File: config.mk
export PLATFORM = sky130hd
export DESIGN_NAME = fsp_ctrl
export DESIGN_NICKNAME = d
export VERILOG_FILES = /design/src/design/fsp_pkg.sv /design/src/design/fsp_ctrl.sv /design/src/design/fsp_group_mem.sv
export SDC_FILE = /design/constraint.sdc
export NUM_CORES = 1
export LEC_CHECK = 0
export ABC_CLOCK_PERIOD_IN_PS = 14980
export BUFFER_PORTS_ARGS = -buffer_cell sky130_fd_sc_hd__buf_4
export CAP_MARGIN = 10
export CORE_MARGIN = 2
export CORE_UTILIZATION = 40
export DETAILED_ROUTE_END_ITERATION = 16
export SYNTH_ARGS = -nofsm -noshare
export SYNTH_HDL_FRONTEND = slang
export SYNTH_SLANG_ARGS = --single-unit
export TNS_END_PERCENT = 1
File: constraint.sdc
create_clock -name mclk -period 14.98 [get_ports mclk]
set_input_delay 2.247 -clock mclk [delete_from_list [all_inputs] [get_ports mclk]]
set_output_delay 2.247 -clock mclk [all_outputs]
set_load 0.01 [all_outputs]
File: src/design/fsp_pkg.sv
// Shared constants, types and carriers of the flash protection controller
package fsp_pkg;
  // Clock and bus-cycle timing
  localparam int unsigned CLK_PERIOD_NS = 5;
  localparam int unsigned T_SETUP_NS    = 20;
  localparam int unsigned T_STROBE_NS   = 120;
  localparam int unsigned T_HOLD_NS     = 20;
  localparam logic [7:0]  CYC_SETUP  = 8'((T_SETUP_NS + CLK_PERIOD_NS - 1) / CLK_PERIOD_NS);
  localparam logic [7:0]  CYC_STROBE = 8'((T_STROBE_NS + CLK_PERIOD_NS - 1) / CLK_PERIOD_NS);
  localparam logic [7:0]  CYC_HOLD   = 8'((T_HOLD_NS + CLK_PERIOD_NS - 1) / CLK_PERIOD_NS);

  // Flash geometry
  localparam int unsigned FLASH_AW    = 23;
  localparam int unsigned FLASH_DW    = 16;
  localparam int unsigned GROUP_W     = 7;
  localparam int unsigned GROUP_DEPTH = 128;
  localparam logic [6:0]  NUM_GROUPS  = 7'h46;
  localparam logic [6:0]  TOP_GROUP0  = 7'h42;
  localparam int unsigned INDICATOR_BIT = 7;

  // Register offsets
  localparam logic [4:0] OFS_CTRL   = 5'h00;
  localparam logic [4:0] OFS_ADDR   = 5'h04;
  localparam logic [4:0] OFS_WDATA  = 5'h08;
  localparam logic [4:0] OFS_RDATA  = 5'h0C;
  localparam logic [4:0] OFS_STATUS = 5'h10;

  // Control fields
  localparam int unsigned CTRL_OP_LSB   = 0;
  localparam int unsigned CTRL_ELEV_BIT = 8;
  localparam int unsigned CTRL_WP_BIT   = 9;
  localparam int unsigned CTRL_RST_BIT  = 10;

  // Status fields
  localparam int unsigned STAT_BUSY_BIT    = 0;
  localparam int unsigned STAT_REFUSED_BIT = 1;
  localparam int unsigned STAT_MAPPED_BIT  = 2;
  localparam int unsigned STAT_ALLPROT_BIT = 3;
  localparam int unsigned STAT_QUERY_BIT   = 4;
  localparam int unsigned STAT_RLOCK_BIT   = 5;

  // Operation codes
  localparam logic [3:0] OP_NONE   = 4'h0;
  localparam logic [3:0] OP_READ   = 4'h1;
  localparam logic [3:0] OP_WRITE  = 4'h2;
  localparam logic [3:0] OP_ENTER  = 4'h3;
  localparam logic [3:0] OP_EXIT   = 4'h4;
  localparam logic [3:0] OP_PROT   = 4'h5;
  localparam logic [3:0] OP_UNPROT = 4'h6;
  localparam logic [3:0] OP_QUERY  = 4'h7;

  // Command sequence words
  localparam logic [22:0] CMD_ADDR_A = 23'h000555;
  localparam logic [22:0] CMD_ADDR_B = 23'h0002AA;
  localparam logic [22:0] CMD_ADDR_Z = 23'h000000;
  localparam logic [15:0] CMD_UNLK_1 = 16'h00AA;
  localparam logic [15:0] CMD_UNLK_2 = 16'h0055;
  localparam logic [15:0] CMD_ENTER  = 16'h0088;
  localparam logic [15:0] CMD_EXIT   = 16'h0090;
  localparam logic [15:0] CMD_EXIT_Z = 16'h0000;

  // Bus responses
  localparam logic [1:0] RESP_OKAY   = 2'h0;
  localparam logic [1:0] RESP_SLVERR = 2'h2;

  typedef enum logic [5:0] {
    ST_IDLE   = 6'h01,
    ST_SETUP  = 6'h02,
    ST_STROBE = 6'h04,
    ST_HOLD   = 6'h08,
    ST_LOOK   = 6'h10,
    ST_MARK   = 6'h20
  } fsp_state_e;

  typedef struct packed {
    logic        awvalid;
    logic [31:0] awaddr;
    logic        wvalid;
    logic [31:0] wdata;
    logic [3:0]  wstrb;
    logic        bready;
    logic        arvalid;
    logic [31:0] araddr;
    logic        rready;
  } fsp_axi_req_s;

  typedef struct packed {
    logic        awready;
    logic        wready;
    logic        bvalid;
    logic [1:0]  bresp;
    logic        arready;
    logic        rvalid;
    logic [31:0] rdata;
    logic [1:0]  rresp;
  } fsp_axi_rsp_s;

  typedef struct packed {
    logic [22:0] addr;
    logic [15:0] dq_out;
    logic        dq_oe;
    logic        ce_n;
    logic        oe_n;
    logic        we_n;
    logic        reset_n;
    logic        elevated;
    logic        protect_n;
  } fsp_pins_s;

  typedef struct packed {
    logic        last;
    logic [22:0] addr;
    logic [15:0] data;
  } fsp_cyc_s;
endpackage

File: src/design/fsp_ctrl.sv
// Host controller for flash secured region and sector group protection
// Overview of operation
// - Host protects region with three-cycle enter, then protect at normal reset.
// - Host issues exit before touching the rest of the main array.
// - Group protect and unprotect need elevated reset plus ordinary bus cycles.
// - Host protects every unprotected group before the first unprotect write.
//
// Decided for this implementation: register access over AXI4-Lite and the placing of the registers.
`timescale 1ns/1ps
module fsp_ctrl (
  // Clock and reset
  input  wire logic                 mclk,
  input  wire logic                 rst,
  // Register bus
  input  wire fsp_pkg::fsp_axi_req_s axi_req,
  output fsp_pkg::fsp_axi_rsp_s     axi_rsp,
  // Flash pins
  input  wire logic [15:0]          dq_in,
  output fsp_pkg::fsp_pins_s        pins
);
  import fsp_pkg::*;
  typedef struct packed {
    fsp_axi_rsp_s rsp;
    fsp_pins_s    pins;
    fsp_state_e   state;
    logic [3:0]   op;
    logic [2:0]   step;
    logic [7:0]   cnt;
    logic         elev;
    logic         wp;
    logic         frst;
    logic [22:0]  addr;
    logic [15:0]  wdata;
    logic [15:0]  rdata;
    logic         busy;
    logic         refused;
    logic         mapped;
    logic         rlock;
    logic         qres;
    logic [6:0]   nprot;
    logic [15:0]  dq_s1;
    logic [15:0]  dq_s2;
    logic         mem_wen;
    logic         mem_clr;
  } fsp_main_s;

  fsp_main_s  s;
  fsp_main_s  n;
  fsp_cyc_s   cyc;
  fsp_cyc_s   ncyc;
  logic [3:0] start_op;
  logic       mem_rdata;
  logic [6:0] cur_group;

  // Sector group index from address bits 22 to 15
  function automatic logic [6:0] group_of(input logic [7:0] sa);
    if (sa[7:2] == 6'h00) begin
      group_of = {5'h00, sa[1:0]};
    end else if (sa[7:2] == 6'h3F) begin
      group_of = 7'(TOP_GROUP0 + {5'h00, sa[1:0]});
    end else begin
      group_of = 7'(7'h03 + {1'b0, sa[7:2]});
    end
  endfunction

  // Bus cycle of a given step of an operation
  function automatic fsp_cyc_s seq_cycle(input logic [3:0] op, input logic [2:0] step,
                                         input logic [22:0] a, input logic [15:0] d);
    seq_cycle = '{last: 1'b1, addr: a, data: d};
    if (op == OP_ENTER || op == OP_EXIT) begin
      case (step)
        3'h0: seq_cycle = '{last: 1'b0, addr: CMD_ADDR_A, data: CMD_UNLK_1};
        3'h1: seq_cycle = '{last: 1'b0, addr: CMD_ADDR_B, data: CMD_UNLK_2};
        3'h2: seq_cycle = '{last: op == OP_ENTER, addr: CMD_ADDR_A,
                            data: (op == OP_ENTER) ? CMD_ENTER : CMD_EXIT};
        default: seq_cycle = '{last: 1'b1, addr: CMD_ADDR_Z, data: CMD_EXIT_Z};
      endcase
    end
  endfunction

  // Gate on starting an operation
  function automatic logic op_allowed(input logic [3:0] op, input fsp_main_s st);
    case (op)
      OP_READ, OP_WRITE: op_allowed = !st.mapped || group_of(st.addr[22:15]) == 7'h00;
      OP_ENTER, OP_EXIT, OP_QUERY: op_allowed = 1'b1;
      OP_PROT: op_allowed = st.elev || st.mapped;
      OP_UNPROT: op_allowed = st.elev && !st.mapped && st.nprot == NUM_GROUPS;
      default: op_allowed = 1'b0;
    endcase
  endfunction

  assign cur_group = group_of(s.addr[22:15]);
  fsp_group_mem u_mem (
    .mclk  (mclk),
    .rst   (rst),
    .clr   (s.mem_clr),
    .wen   (s.mem_wen),
    .waddr (cur_group),
    .wbit  (1'b1),
    .raddr (cur_group),
    .rdata (mem_rdata)
  );

  // Register slave, operation sequencer and pin drive
  always_comb begin
    n = s;
    n.mem_wen = 1'b0;
    n.mem_clr = 1'b0;
    n.dq_s1 = dq_in;
    n.dq_s2 = s.dq_s1;
    start_op = OP_NONE;
    cyc = seq_cycle(s.op, s.step, s.addr, s.wdata);
    // Write channel: address and data taken together
    n.rsp.awready = axi_req.awvalid && axi_req.wvalid && !s.rsp.bvalid && !s.rsp.awready;
    n.rsp.wready = n.rsp.awready;
    if (s.rsp.bvalid && axi_req.bready) n.rsp.bvalid = 1'b0;
    if (s.rsp.awready) begin
      n.rsp.bvalid = 1'b1;
      n.rsp.bresp = RESP_OKAY;
      case (axi_req.awaddr[4:0])
        OFS_CTRL: begin
          if (!s.busy) begin
            n.elev = axi_req.wdata[CTRL_ELEV_BIT];
            n.wp = axi_req.wdata[CTRL_WP_BIT];
            n.frst = axi_req.wdata[CTRL_RST_BIT];
            n.mapped = s.mapped && !axi_req.wdata[CTRL_RST_BIT];
          end
          start_op = axi_req.wdata[CTRL_OP_LSB +: 4];
        end
        OFS_ADDR: n.addr = s.busy ? s.addr : axi_req.wdata[22:0];
        OFS_WDATA: n.wdata = s.busy ? s.wdata : axi_req.wdata[15:0];
        OFS_RDATA, OFS_STATUS: n.rsp.bresp = RESP_OKAY;
        default: n.rsp.bresp = RESP_SLVERR;
      endcase
    end
    // Read channel
    n.rsp.arready = axi_req.arvalid && !s.rsp.rvalid && !s.rsp.arready;
    if (s.rsp.rvalid && axi_req.rready) n.rsp.rvalid = 1'b0;
    if (s.rsp.arready) begin
      n.rsp.rvalid = 1'b1;
      n.rsp.rresp = RESP_OKAY;
      n.rsp.rdata = 32'h00000000;
      case (axi_req.araddr[4:0])
        OFS_CTRL: n.rsp.rdata[CTRL_RST_BIT:CTRL_ELEV_BIT] = {s.frst, s.wp, s.elev};
        OFS_ADDR: n.rsp.rdata[22:0] = s.addr;
        OFS_WDATA: n.rsp.rdata[15:0] = s.wdata;
        OFS_RDATA: n.rsp.rdata[15:0] = s.rdata;
        OFS_STATUS: begin
          n.rsp.rdata[STAT_BUSY_BIT] = s.busy;
          n.rsp.rdata[STAT_REFUSED_BIT] = s.refused;
          n.rsp.rdata[STAT_MAPPED_BIT] = s.mapped;
          n.rsp.rdata[STAT_ALLPROT_BIT] = s.nprot == NUM_GROUPS;
          n.rsp.rdata[STAT_QUERY_BIT] = s.qres;
          n.rsp.rdata[STAT_RLOCK_BIT] = s.rlock;
        end
        default: n.rsp.rresp = RESP_SLVERR;
      endcase
    end
    // Operation start or refusal
    if (start_op != OP_NONE) begin
      n.refused = s.busy || s.frst || !op_allowed(start_op, s);
      if (!n.refused) begin
        n.busy = 1'b1;
        n.op = start_op;
        n.step = 3'h0;
        n.cnt = CYC_SETUP;
        n.state = (start_op == OP_QUERY) ? ST_LOOK : ST_SETUP;
      end
    end
    // Sequencer
    case (s.state)
      ST_IDLE: begin
      end
      ST_SETUP: begin
        n.cnt = 8'(s.cnt - 8'h01);
        if (s.cnt == 8'h01) begin
          n.state = ST_STROBE;
          n.cnt = CYC_STROBE;
        end
      end
      ST_STROBE: begin
        n.cnt = 8'(s.cnt - 8'h01);
        if (s.cnt == 8'h01) begin
          if (s.op == OP_READ) n.rdata = s.dq_s2;
          n.state = ST_HOLD;
          n.cnt = CYC_HOLD;
        end
      end
      ST_HOLD: begin
        n.cnt = 8'(s.cnt - 8'h01);
        if (s.cnt == 8'h01) begin
          n.state = ST_IDLE;
          n.busy = 1'b0;
          if (!cyc.last) begin
            n.step = 3'(s.step + 3'h1);
            n.state = ST_SETUP;
            n.cnt = CYC_SETUP;
            n.busy = 1'b1;
          end else if (s.op == OP_ENTER || s.op == OP_EXIT) begin
            n.mapped = s.op == OP_ENTER;
          end else if (s.op == OP_UNPROT) begin
            n.mem_clr = 1'b1;
            n.nprot = 7'h00;
          end else if (s.op == OP_PROT && s.mapped) begin
            n.rlock = 1'b1;
          end else if (s.op == OP_PROT) begin
            n.state = ST_LOOK;
            n.busy = 1'b1;
          end
        end
      end
      ST_LOOK: n.state = ST_MARK;
      ST_MARK: begin
        if (s.op == OP_PROT && !mem_rdata) begin
          n.mem_wen = 1'b1;
          n.nprot = 7'(s.nprot + 7'h01);
        end
        if (s.op == OP_QUERY) n.qres = mem_rdata;
        n.state = ST_IDLE;
        n.busy = 1'b0;
      end
      default: begin
        n.state = ST_IDLE;
        n.busy = 1'b0;
      end
    endcase
    // Pins follow the next state
    ncyc = seq_cycle(n.op, n.step, n.addr, n.wdata);
    n.pins.elevated = n.elev;
    n.pins.protect_n = !n.wp;
    n.pins.reset_n = !n.frst;
    n.pins.ce_n = !(n.state inside {ST_SETUP, ST_STROBE, ST_HOLD});
    n.pins.addr = n.pins.ce_n ? s.pins.addr : ncyc.addr;
    n.pins.dq_out = ncyc.data;
    n.pins.dq_oe = !n.pins.ce_n && n.op != OP_READ;
    n.pins.oe_n = !(n.state == ST_STROBE && n.op == OP_READ);
    n.pins.we_n = !(n.state == ST_STROBE && n.op != OP_READ);
  end

  // State register
  always_ff @(posedge mclk or posedge rst) begin
    if (rst) begin
      s <= '0;
      s.state <= ST_IDLE;
      s.pins.ce_n <= 1'b1;
      s.pins.oe_n <= 1'b1;
      s.pins.we_n <= 1'b1;
      s.pins.reset_n <= 1'b1;
      s.pins.protect_n <= 1'b1;
    end else begin
      s <= n;
    end
  end

  assign axi_rsp = s.rsp;
  assign pins = s.pins;

  unprot_gate_a : assert property (
    @(posedge mclk) disable iff (rst)
    (!s.pins.we_n && s.op == OP_UNPROT) |-> (s.nprot == NUM_GROUPS && s.pins.elevated))
    else $error("unprotect write issued before all groups were protected");
  prot_level_a : assert property (
    @(posedge mclk) disable iff (rst)
    ($fell(s.pins.we_n) && s.op == OP_PROT) |-> (s.pins.elevated || s.mapped))
    else $error("protect write issued without elevated reset or mapped region");
  exit_first_a : assert property (
    @(posedge mclk) disable iff (rst)
    (!s.pins.ce_n && s.mapped && (s.op == OP_READ || s.op == OP_WRITE))
      |-> group_of(s.pins.addr[22:15]) == 7'h00)
    else $error("main array accessed while secured region is mapped");
  enter_seq_a : assert property (
    @(posedge mclk) disable iff (rst)
    $rose(s.mapped) |-> ($past(s.op) == OP_ENTER && $past(s.step) == 3'h2))
    else $error("region mapped without a complete three-cycle enter");
  elev_steady_a : assert property (
    @(posedge mclk) disable iff (rst)
    (s.busy && s.op == OP_UNPROT) |=> s.pins.elevated [*2])
    else $error("elevated reset dropped during unprotect");
endmodule // fsp_ctrl

File: src/design/fsp_group_mem.sv
// Protection bitmap of sector groups with registered read
`timescale 1ns/1ps
module fsp_group_mem (
  // Clock and reset
  input  wire logic                         mclk,
  input  wire logic                         rst,
  // Write side
  input  wire logic                         clr,
  input  wire logic                         wen,
  input  wire logic [fsp_pkg::GROUP_W-1:0]  waddr,
  input  wire logic                         wbit,
  // Read side
  input  wire logic [fsp_pkg::GROUP_W-1:0]  raddr,
  output logic                              rdata
);
  import fsp_pkg::*;

  typedef struct packed {
    logic [GROUP_DEPTH-1:0] bits;
    logic                   rdata;
  } fsp_mem_s;

  fsp_mem_s s;
  fsp_mem_s n;

  // Clear wins over a single write
  always_comb begin
    n = s;
    n.rdata = s.bits[raddr];
    if (clr) begin
      n.bits = '0;
    end else if (wen) begin
      n.bits[waddr] = wbit;
    end
  end

  // State register
  always_ff @(posedge mclk or posedge rst) begin
    if (rst) begin
      s <= '0;
    end else begin
      s <= n;
    end
  end

  assign rdata = s.rdata;
endmodule // fsp_group_mem

==> flow_metrics.env, run 1 <==
export IMPL_core_mm2=0.0376
export IMPL_synthDistinctLibCells=86
export IMPL_post_cts_buffers=0
export IMPL_start_util_pct=40.4
export IMPL_path_cells="buf_4 -> or4b_4 -> or3_4 -> nor4_4 -> o21ai_2 -> buf_4 -> nand3_1 -> a21oi_2 -> or3_4 -> inv_2 -> a21oi_2 -> a21o_1"
export IMPL_finalCritPeriodShare_pct=34.4
export IMPL_drt_iter0_drc=850
export IMPL_setup_slack_ns=9.83
export IMPL_synthesis_area_mm2=0.0152
export IMPL_io_buffers=131
export IMPL_die_h_um=199
export IMPL_hp_class="reg -> reg"
export IMPL_num_vias=11000
export IMPL_place_ws_ns=9.27
export IMPL_critPathSlowestCell="inv_2"
export IMPL_worst_slew_pin_slew_ns=1.31
export IMPL_finalNonFillerCells=2021
export IMPL_dp_cells=1955
export IMPL_multi_input_area_mm2=0.00582
export IMPL_grt_pass1_vias=11100
export IMPL_h_tree_depth=2
export IMPL_slew_viol_final=0
export IMPL_antenna_found_initial=0
export IMPL_synth_ff_type="dfrtp_1"
export IMPL_route_detailed_drc=0
export IMPL_row_count=71
export IMPL_start_kind="primary input"
export IMPL_synth_avg_cell_area_um2=10.5
export IMPL_die_w_um=199
export IMPL_dr_pass1_iters=5
export IMPL_gp_congestion=0.874
export IMPL_grt_start_max_net_pins=139
export IMPL_cp_required_ns=15.39
export IMPL_clockRootBuffer="clkbuf_16"
export IMPL_synth_seq_cells=328
export IMPL_leakagePower_nw=8.24
export IMPL_fin_skew_ns=0.0165
export IMPL_antenna_cells=0
export IMPL_final_nets=1616
export IMPL_die_area_mm2=0.0396
export IMPL_crit_fanout=38
export IMPL_grt_pass1_wl_mm=63.6
export IMPL_track_usage_pct=20.7
export IMPL_critical_path_arrival_ns=5.57
export IMPL_path_class="in -> reg"
export IMPL_max_freq_mhz=194
export IMPL_syn2layout_area_growth_pct=14.2
export IMPL_hold_violations=0
export IMPL_critPathCaptureType="flip-flop"
export IMPL_clkSinkCount=328
export IMPL_status="finished clean"
export IMPL_clk_latency_ns=0.53
export IMPL_nFillCells=3469
export IMPL_overflow=0
export IMPL_drt_total_wl_mm=39.8
export IMPL_critPathTopFamily="simple AND/OR/NAND/NOR gates"
export IMPL_vias_per_cell=5.44
export IMPL_cts_resized=0
export IMPL_synth_edff_count=0
export IMPL_yosysSeqAreaShare_pct=54.1
export IMPL_peakVddDrop_uv=108
export IMPL_drt_antenna_violating_nets=0
export IMPL_cts_path_max_buffers=3
export IMPL_cts_buffers=37
export IMPL_powerDensity_mw_per_mm2=126
export IMPL_path_buf_inv=3
export IMPL_ioPinCount=210
export IMPL_drive_above_1_share_pct=22.6
export IMPL_report_final_setup_viol=0
export IMPL_fin_crit_ns=5.15
export IMPL_relSlewSlack_pct=11.8
export IMPL_cts_tree="built"
export IMPL_hpwl_mm=26.1
export IMPL_final_setup_tns_ns=0
export IMPL_seqCellArea_mm2=0.00822
export IMPL_yosysWarnings=0
export IMPL_fin_util_pct=46.2
export IMPL_wire_per_inst_um=19.7
export IMPL_asyncSetResetFlopFracSynth_pct=100
export IMPL_hold_slack_ns=0.347
export IMPL_rsz0062_at_grt="false"
export IMPL_postSynthCellCount=1446
export IMPL_maxCapViolCount=0
export IMPL_clk_pin_slew_worst_paths_ns=0.06
export IMPL_cts_hold_buffers=0
export IMPL_max_stage_delay_ns=0.78
-- layout make-up --
cell class / count / share of cell area, %
flip-flops and latches: 328 / 47.4
repair buffers: 157 / 6.79
well taps: 511 / 3.69
inverters: 51 / 1.15
clock buffers: 54 / 6.35
clock inverters: 12 / 1.12
multi-input cells: 908 / 33.5
-- logic make-up (layout without fill, tap and decap cells) --
| group | after synthesis | in the layout | share of synthesized area (%) |
|---|---|---|---|
| multiplexers | 84 | 84 | 6.28 |
| flip-flops | 328 | 328 | 54.1 |
| adder cells (fa/ha/maj) | 10 | 10 | 0.824 |
| other | 1 | 11 | 0.0247 |
| buffers and inverters | 220 | 274 | 8.08 |
| AND/OR/NAND/NOR | 462 | 462 | 16.1 |
| AO/OA/AOI/OAI | 333 | 333 | 14.1 |
| XOR/XNOR | 8 | 8 | 0.461 |
-- stage by stage --
step / power (mW) / instance area [um^2]
after global placement: 1.24 / 16100
final: 2.19 / 17400
after global routing: 2.27 / 17400
after detailed placement: 1.24 / 16100
after CTS: 2.21 / 17400
after floorplan: 1.14 / 15200
-- worst reg2reg max path, cell delays in order, from the launching register on --
cell and delay (ns):
dfrtp_1 0.74, inv_1 0.31, ha_1 0.42, nor2b_1 0.22, a41oi_1 0.43, o31ai_1 0.15, o21ai_2 0.19, buf_4 0.29
nor2b_4 0.22, o31ai_4 0.08, or3_4 0.50, inv_2 0.78, a21oi_2 0.05, a21o_1 0.19
-- state kept, by name, summed over array words and instances (netlist names) --
register,cells
u_mem.s,128
s,109
pins,45
axi_rsp,29
n,16
u_mem.rdata,1
-- cell usage after synthesis, drive strengths merged (25+ instances only) --
master | n | area, um^2
dfrtp | 322 | 8060
nor2 | 120 | 453
a21oi | 111 | 582
buf | 106 | 800
nand2 | 80 | 330
o21ai | 78 | 439
nand3 | 71 | 368
clkbuf | 63 | 236
nor2b | 63 | 402
mux2 | 60 | 676
inv | 51 | 191
and3 | 25 | 156
-- cell usage in the layout, fill, tap and decap left out, types with 16 or more instances in the layout --
master,n
nand2_1,68
a21oi_1,104
and3_1,25
o21ai_0,59
mux2_2,60
nand3_1,70
nor2_1,119
buf_4,157
inv_1,49
clkbuf_16,39
mux2i_1,21
nand2b_1,16
nor2b_1,62
nor3_1,20
o22ai_1,20
dfrtp_1,321
-- power breakdown --
| group | internal (mW) | switching, mW | leakage (nW) |
|---|---|---|---|
| combinational | 0.0927 | 0.180 | 3.24 |
| sequential | 0.924 | 0.0313 | 4.36 |
| clock | 0.598 | 0.366 | 0.636 |
| total | 1.61 | 0.577 | 8.24 |
-- layer usage --
| metal | vias up | wire [um] | global-route usage, % |
|---|---|---|---|
| li1 | 5053 | - | - |
| met1 | 5521 | 18000 | 29.0 |
| met2 | 357 | 18200 | 32.4 |
| met3 | 64 | 2660 | 4.26 |
| met4 | 0 | 856 | 5.86 |
| met5 | - | 0 | 0 |
-- path summary, 6_finish.rpt --
kind	start	end	slack [ns]	depth (start not counted)
setup reg to reg	s[95]	pins[25]	10.31	13
setup / recovery	axi_req[73]	pins[25]	9.83	12
max in group asynchronous	rst	s[65]	11.59	3
min in group asynchronous	rst	pins[40]	1.95	2
hold reg to reg	n[8]	s[8]	0.35	0
hold / removal	n[8]	s[8]	0.35	0
(Power assumes the default switching activity.)
==> run 2, diff against run 1 <==
- ABC_CLOCK_PERIOD_IN_PS: 14980 -> 4900
- clock period: 14.98 -> 4.9 ns (I/O delays scaled with it)
==> flow_metrics.env, run 2 (same netlist as run 1, synthesis figures left out) <==
export IMPL_num_vias=10900
export IMPL_slew_viol_final=0
export IMPL_post_cts_buffers=0
export IMPL_fin_util_pct=46.2
export IMPL_io_buffers=131
export IMPL_layout_commonest_cell="dfrtp_1"
export IMPL_rsz0062_at_grt="false"
export IMPL_final_cell_mix="dfrtp_1 (321), buf_4 (167), nor2_1 (119)"
export IMPL_grt_pass1_wl_mm=63.0
export IMPL_drt_total_wl_mm=39.6
export IMPL_cts_resized=0
export IMPL_grt_start_max_net_pins=164
export IMPL_route_detailed_drc=0
export IMPL_reg2reg_slack_ns=0.99
export IMPL_clkSinkCount=328
export IMPL_worst_slew_pin_slew_ns=1.21
export IMPL_place_ws_ns=0.805
export IMPL_place_area_mm2=0.0162
export IMPL_drt_iter0_drc=867
export IMPL_max_stage_delay_ns=0.47
export IMPL_h_tree_depth=2
export IMPL_finalCritPeriodShare_pct=79.7
export IMPL_grt_pass1_vias=11100
export IMPL_wire_per_inst_um=19.5
export IMPL_largest_reg_flops=128
export IMPL_finalNonFillerCells=2028
export IMPL_status="finished clean"
export IMPL_cts_buffers=36
export IMPL_dp_cells=1967
export IMPL_drive_above_1_share_pct=22.9
export IMPL_maxCapViolCount=0
export IMPL_critPathCaptureType="flip-flop"
export IMPL_clk_latency_ns=0.53
export IMPL_drt_antenna_violating_nets=0
export IMPL_fin_crit_ns=3.91
export IMPL_relSlewSlack_pct=18.3
export IMPL_cts_path_max_buffers=3
export IMPL_syn2layout_area_growth_pct=14.2
export IMPL_reg2reg_from="s[95]"
export IMPL_r2r_cells=14
export IMPL_die_w_um=199
export IMPL_vias_per_cell=5.39
export IMPL_track_usage_pct=20.4
export IMPL_cts_tree="built"
export IMPL_final_nets=1627
export IMPL_nFillCells=3527
export IMPL_hold_violations=0
export IMPL_path_class="reg -> reg"
export IMPL_worst_path_most_repeated_cell="a21oi_2"
export IMPL_fin_area_mm2=0.0174
export IMPL_p_total_mw=6.58
export IMPL_ioPinCount=210
export IMPL_hold_slack_ns=0.183
export IMPL_start_kind="flip-flop"
export IMPL_hpwl_mm=26.4
export IMPL_gp_congestion=0.862
export IMPL_hp_class="in -> async"
export IMPL_clk_pin_slew_worst_paths_ns=0.06
export IMPL_report_final_setup_viol=0
export IMPL_die_area_mm2=0.0396
export IMPL_powerDensity_mw_per_mm2=379
export IMPL_overflow=0
export IMPL_path_cells="inv_1 -> ha_1 -> nor2b_1 -> a41oi_1 -> o31ai_1 -> o21ai_2 -> buf_4 -> nand3_1 -> a21oi_2 -> or3_4 -> inv_2 -> buf_12 -> a21oi_2 -> a21o_1"
export IMPL_leakagePower_nw=8.26
export IMPL_row_count=71
export IMPL_final_setup_tns_ns=0
export IMPL_core_mm2=0.0376
export IMPL_cp_required_ns=5.32
export IMPL_cts_hold_buffers=0
export IMPL_critPathSlowestCell="or3_4"
export IMPL_clockRootBuffer="clkbuf_16"
export IMPL_die_h_um=199
export IMPL_crit_fanout=25
export IMPL_critical_path_arrival_ns=4.33
export IMPL_top_register="u_mem.s"
export IMPL_timing_rr_end="pins[31]"
export IMPL_fin_skew_ns=0.0230
export IMPL_start_util_pct=40.4
export IMPL_largest_registers="u_mem.s: 128 flops, s: 109 flops, pins: 45 flops"
export IMPL_peakVddDrop_uv=258
export IMPL_setup_slack_ns=0.994
export IMPL_max_freq_mhz=256
export IMPL_dr_pass1_iters=5
export IMPL_crit_start="s[95]"
export IMPL_antenna_cells=0
export IMPL_antenna_found_initial=1
run 2: cell count changes in the layout (fill, tap and decap cells not counted), moves of 2 or more:
cell,change
buf_4,+10
clkbuf_16,-2
buf_12,+2
clkinv_2,+2
clkbuf_8,-4
run 2: area by class of cell:
| type | count | area (um^2) | share of cell area (%) |
|---|---|---|---|
| flip-flops and latches | 328 | 8220 | 47.4 |
| multi-input cells | 908 | 5810 | 33.5 |
| repair buffers | 169 | 1290 | 7.45 |
| clock buffers | 47 | 993 | 5.72 |
| well taps | 511 | 639 | 3.68 |
| clock inverters | 14 | 206 | 1.19 |
| inverters | 51 | 195 | 1.12 |
run 2: where the power goes:
group / switching, mW / leakage, nW / total [mW] / internal, mW
clock: 1.11 / 0.593 / 2.81 / 1.69
sequential: 0.0916 / 4.36 / 2.92 / 2.82
combinational: 0.553 / 3.30 / 0.859 / 0.305
total: 1.76 / 8.26 / 6.58 / 4.82
run 2: routing by layer:
layer  part of all wire, %  vias up  track usage [%]
met4                   2.8        0             6.63
li1                      -     5060                -
met3                   7.5       61             5.15
met2                    46      343             31.9
met5                     0        -                0
met1                    44     5460             27.9
run 2: how the worst max path moves through the flow:
stage	slack (ns)	depth (start not counted)	endpoint
3_5_place_dp	0.81	13	pins[31]
3_3_place_gp	0.88	13	pins[31]
2_1_floorplan	-0.21	1	axi_rsp[10]
5_1_grt	0.71	14	pins[31]
4_1_cts	0.96	14	pins[31]
6_report	0.99	14	pins[31]
run 2: worst max-delay path, delay by kind of cell, from the launching register on:
kind                     cells  cell delay, ns
AO/OA/AOI/OAI                6            0.96
adder cells (fa/ha/maj)      1            0.43
buffers and inverters        4            1.12
flip-flops                   1            0.37
AND/OR/NAND/NOR              3            0.89
==> run 3, diff against run 2 <==
- ABC_AREA: unset -> 1
- ABC_CLOCK_PERIOD_IN_PS: 4900 -> 3650
- clock period: 4.9 -> 3.65 ns (I/O delays scaled with it)
==> flow_metrics.env, run 3 <==
export IMPL_clk_latency_ns=0.54
export IMPL_cts_tree="built"
export IMPL_yosysSeqAreaShare_pct=55.0
export IMPL_synthesis_area_mm2=0.0150
export IMPL_drt_iter0_drc=759
export IMPL_largest_reg_flops=128
export IMPL_h_tree_depth=2
export IMPL_core_mm2=0.0367
export IMPL_synth_edff_count=0
export IMPL_hold_violations=0
export IMPL_final_nets=1936
export IMPL_clockRootBuffer="clkbuf_16"
export IMPL_report_final_setup_viol=0
export IMPL_peakVddDrop_uv=270
export IMPL_gp_congestion=0.909
export IMPL_relSlewSlack_pct=22.5
export IMPL_largest_registers="u_mem.s: 128 flops, s: 109 flops, pins: 45 flops"
export IMPL_num_vias=11600
export IMPL_dp_cells=2232
export IMPL_final_setup_tns_ns=0
export IMPL_ioPinCount=210
export IMPL_start_util_pct=40.7
export IMPL_drt_antenna_violating_nets=0
export IMPL_fin_crit_ns=3.35
export IMPL_synth_avg_cell_area_um2=8.66
export IMPL_setup_slack_ns=0.304
export IMPL_antenna_found_initial=0
export IMPL_drt_total_wl_mm=37.1
export IMPL_die_h_um=197
export IMPL_status="finished clean"
export IMPL_yosysWarnings=0
export IMPL_drive_above_1_share_pct=16.8
export IMPL_p_total_mw=8.56
export IMPL_nFillCells=3560
export IMPL_crit_fanout=12
export IMPL_row_count=70
export IMPL_path_cells="inv_1 -> ha_1 -> inv_2 -> nor2_2 -> nand3_2 -> nand3_1 -> nand2_2 -> inv_2 -> nor2_4 -> nand2_1 -> nand2_1 -> nand2_2 -> nand2_4 -> nand2_8 -> inv_6 -> nor2_4 -> nor2_2 -> nand2_2 -> nand2_8 -> inv_2 -> nand2_1 -> o21ai_1"
export IMPL_grt_pass1_wl_mm=60.4
export IMPL_antenna_cells=0
export IMPL_dr_pass1_iters=4
export IMPL_path_class="reg -> reg"
export IMPL_reg2reg_slack_ns=0.30
export IMPL_synthDistinctLibCells=51
export IMPL_fin_skew_ns=0.0340
export IMPL_wire_per_inst_um=16.2
export IMPL_max_freq_mhz=299
export IMPL_hp_class="in -> reg"
export IMPL_route_detailed_drc=0
export IMPL_finalCritPeriodShare_pct=91.7
export IMPL_synth_top_area_cell="dfrtp_1"
export IMPL_grt_pass1_vias=11600
export IMPL_rsz0062_at_grt="false"
export IMPL_postSynthCellCount=1726
export IMPL_synth_seq_cells=328
export IMPL_synth_area_top_cells="dfrtp_1 (54%), nand2_1 (10%), nor2_1 (4.9%)"
export IMPL_clk_pin_slew_worst_paths_ns=0.06
export IMPL_cp_required_ns=4.03
export IMPL_place_area_mm2=0.0160
export IMPL_fin_util_pct=46.8
export IMPL_place_ws_ns=0.168
export IMPL_critPathCaptureType="flip-flop"
export IMPL_fin_area_mm2=0.0172
export IMPL_asyncSetResetFlopFracSynth_pct=100
export IMPL_clkSinkCount=328
export IMPL_synth_most_common_cell="nand2_1"
export IMPL_hpwl_mm=26.1
export IMPL_die_area_mm2=0.0389
export IMPL_vias_per_cell=5.07
export IMPL_top_register="u_mem.s"
export IMPL_hold_slack_ns=0.109
export IMPL_leakagePower_nw=8.72
export IMPL_track_usage_pct=19.3
export IMPL_powerDensity_mw_per_mm2=498
export IMPL_synth_ff_type="dfrtp_1"
export IMPL_final_cell_mix="nand2_1 (399), dfrtp_1 (321), nor2_1 (194)"
export IMPL_critPathSlowestCell="dfrtp_1"
export IMPL_die_w_um=197
export IMPL_yosys_top_cells_count="nand2_1 (400), dfrtp_1 (322), nor2_1 (197), inv_1 (188), o21ai_0 (107)"
export IMPL_critPathTopFamily="simple AND/OR/NAND/NOR gates"
export IMPL_grt_start_max_net_pins=96
export IMPL_netlist_area_leader_share_pct=53.9
export IMPL_slew_viol_final=0
export IMPL_maxCapViolCount=0
export IMPL_path_buf_inv=5
export IMPL_start_kind="flip-flop"
export IMPL_critical_path_arrival_ns=3.73
export IMPL_max_stage_delay_ns=0.38
export IMPL_overflow=0
export IMPL_syn2layout_area_growth_pct=15.0
export IMPL_cts_buffers=37
export IMPL_finalNonFillerCells=2294
export IMPL_cts_path_max_buffers=3
export IMPL_worst_slew_pin_slew_ns=1.16
export IMPL_layout_commonest_cell="nand2_1"
export IMPL_io_buffers=131
-- run 3: changes by cell type after synthesis, sizes merged, moves of 24 or more --
cell	before	now
inv	51	196
o21ai	78	114
and3	25	0
nor2b	63	0
mux2	60	17
nand2	80	419
nor2	120	206
nand4	9	33
-- run 3: cells by family (layout without fill, tap and decap cells) --
logic type / count (synthesis) / count (layout) / synth area share, %
muxes: 17 / 17 / 1.28
DFF: 328 / 328 / 55.0
adders and majority gates: 10 / 10 / 0.837
and+or+nand+nor: 765 / 765 / 22.1
other: 1 / 11 / 0.0251
buffers and inverters: 344 / 434 / 11.1
xor gates and xnor gates: 5 / 5 / 0.293
AOI/OAI and AO/OA: 256 / 256 / 9.41
-- run 3: path summary, 6_finish.rpt --
check                          start       end  cells after the start
hold reg to reg                 n[3]      s[3]                      0
min in group asynchronous        rst      n[7]                      2
hold / removal             dq_in[13]     n[15]                      1
setup reg to reg               s[96]  pins[12]                     22
max in group asynchronous        rst   pins[5]                      3
setup / recovery               s[96]  pins[12]                     22
-- run 3: routing by layer --
layer	wire, um	vias up	track usage (%)
li1	-	5573	-
met1	17200	5684	27.3
met2	17000	301	30.8
met3	1940	63	2.85
met4	894	0	5.49
met5	0	-	0
-- run 3: final cells by class --
class | instances | area [um^2] | area share, %
Tap cell | 468 | 586 | 3.41
Timing Repair Buffer | 173 | 1350 | 7.85
Sequential cell | 328 | 8220 | 47.8
Clock inverter | 12 | 146 | 0.852
Clock buffer | 50 | 1000 | 5.85
Multi-Input combinational cell | 1064 | 5130 | 29.8
Inverter | 199 | 756 | 4.40
-- run 3: power by group --
| part | leakage, nW | switching, mW | internal, mW |
|---|---|---|---|
| combinational | 3.91 | 0.800 | 0.330 |
| sequential | 4.25 | 0.0896 | 3.78 |
| clock | 0.560 | 1.53 | 2.03 |
| total | 8.72 | 2.41 | 6.14 |
-- run 3: timing repair --
action	CTS	global route
setup endpoints to repair	0	20
gates resized for setup	0	4
hold buffers	0	0
buffers inserted	0	0
hold endpoints to repair	0	0
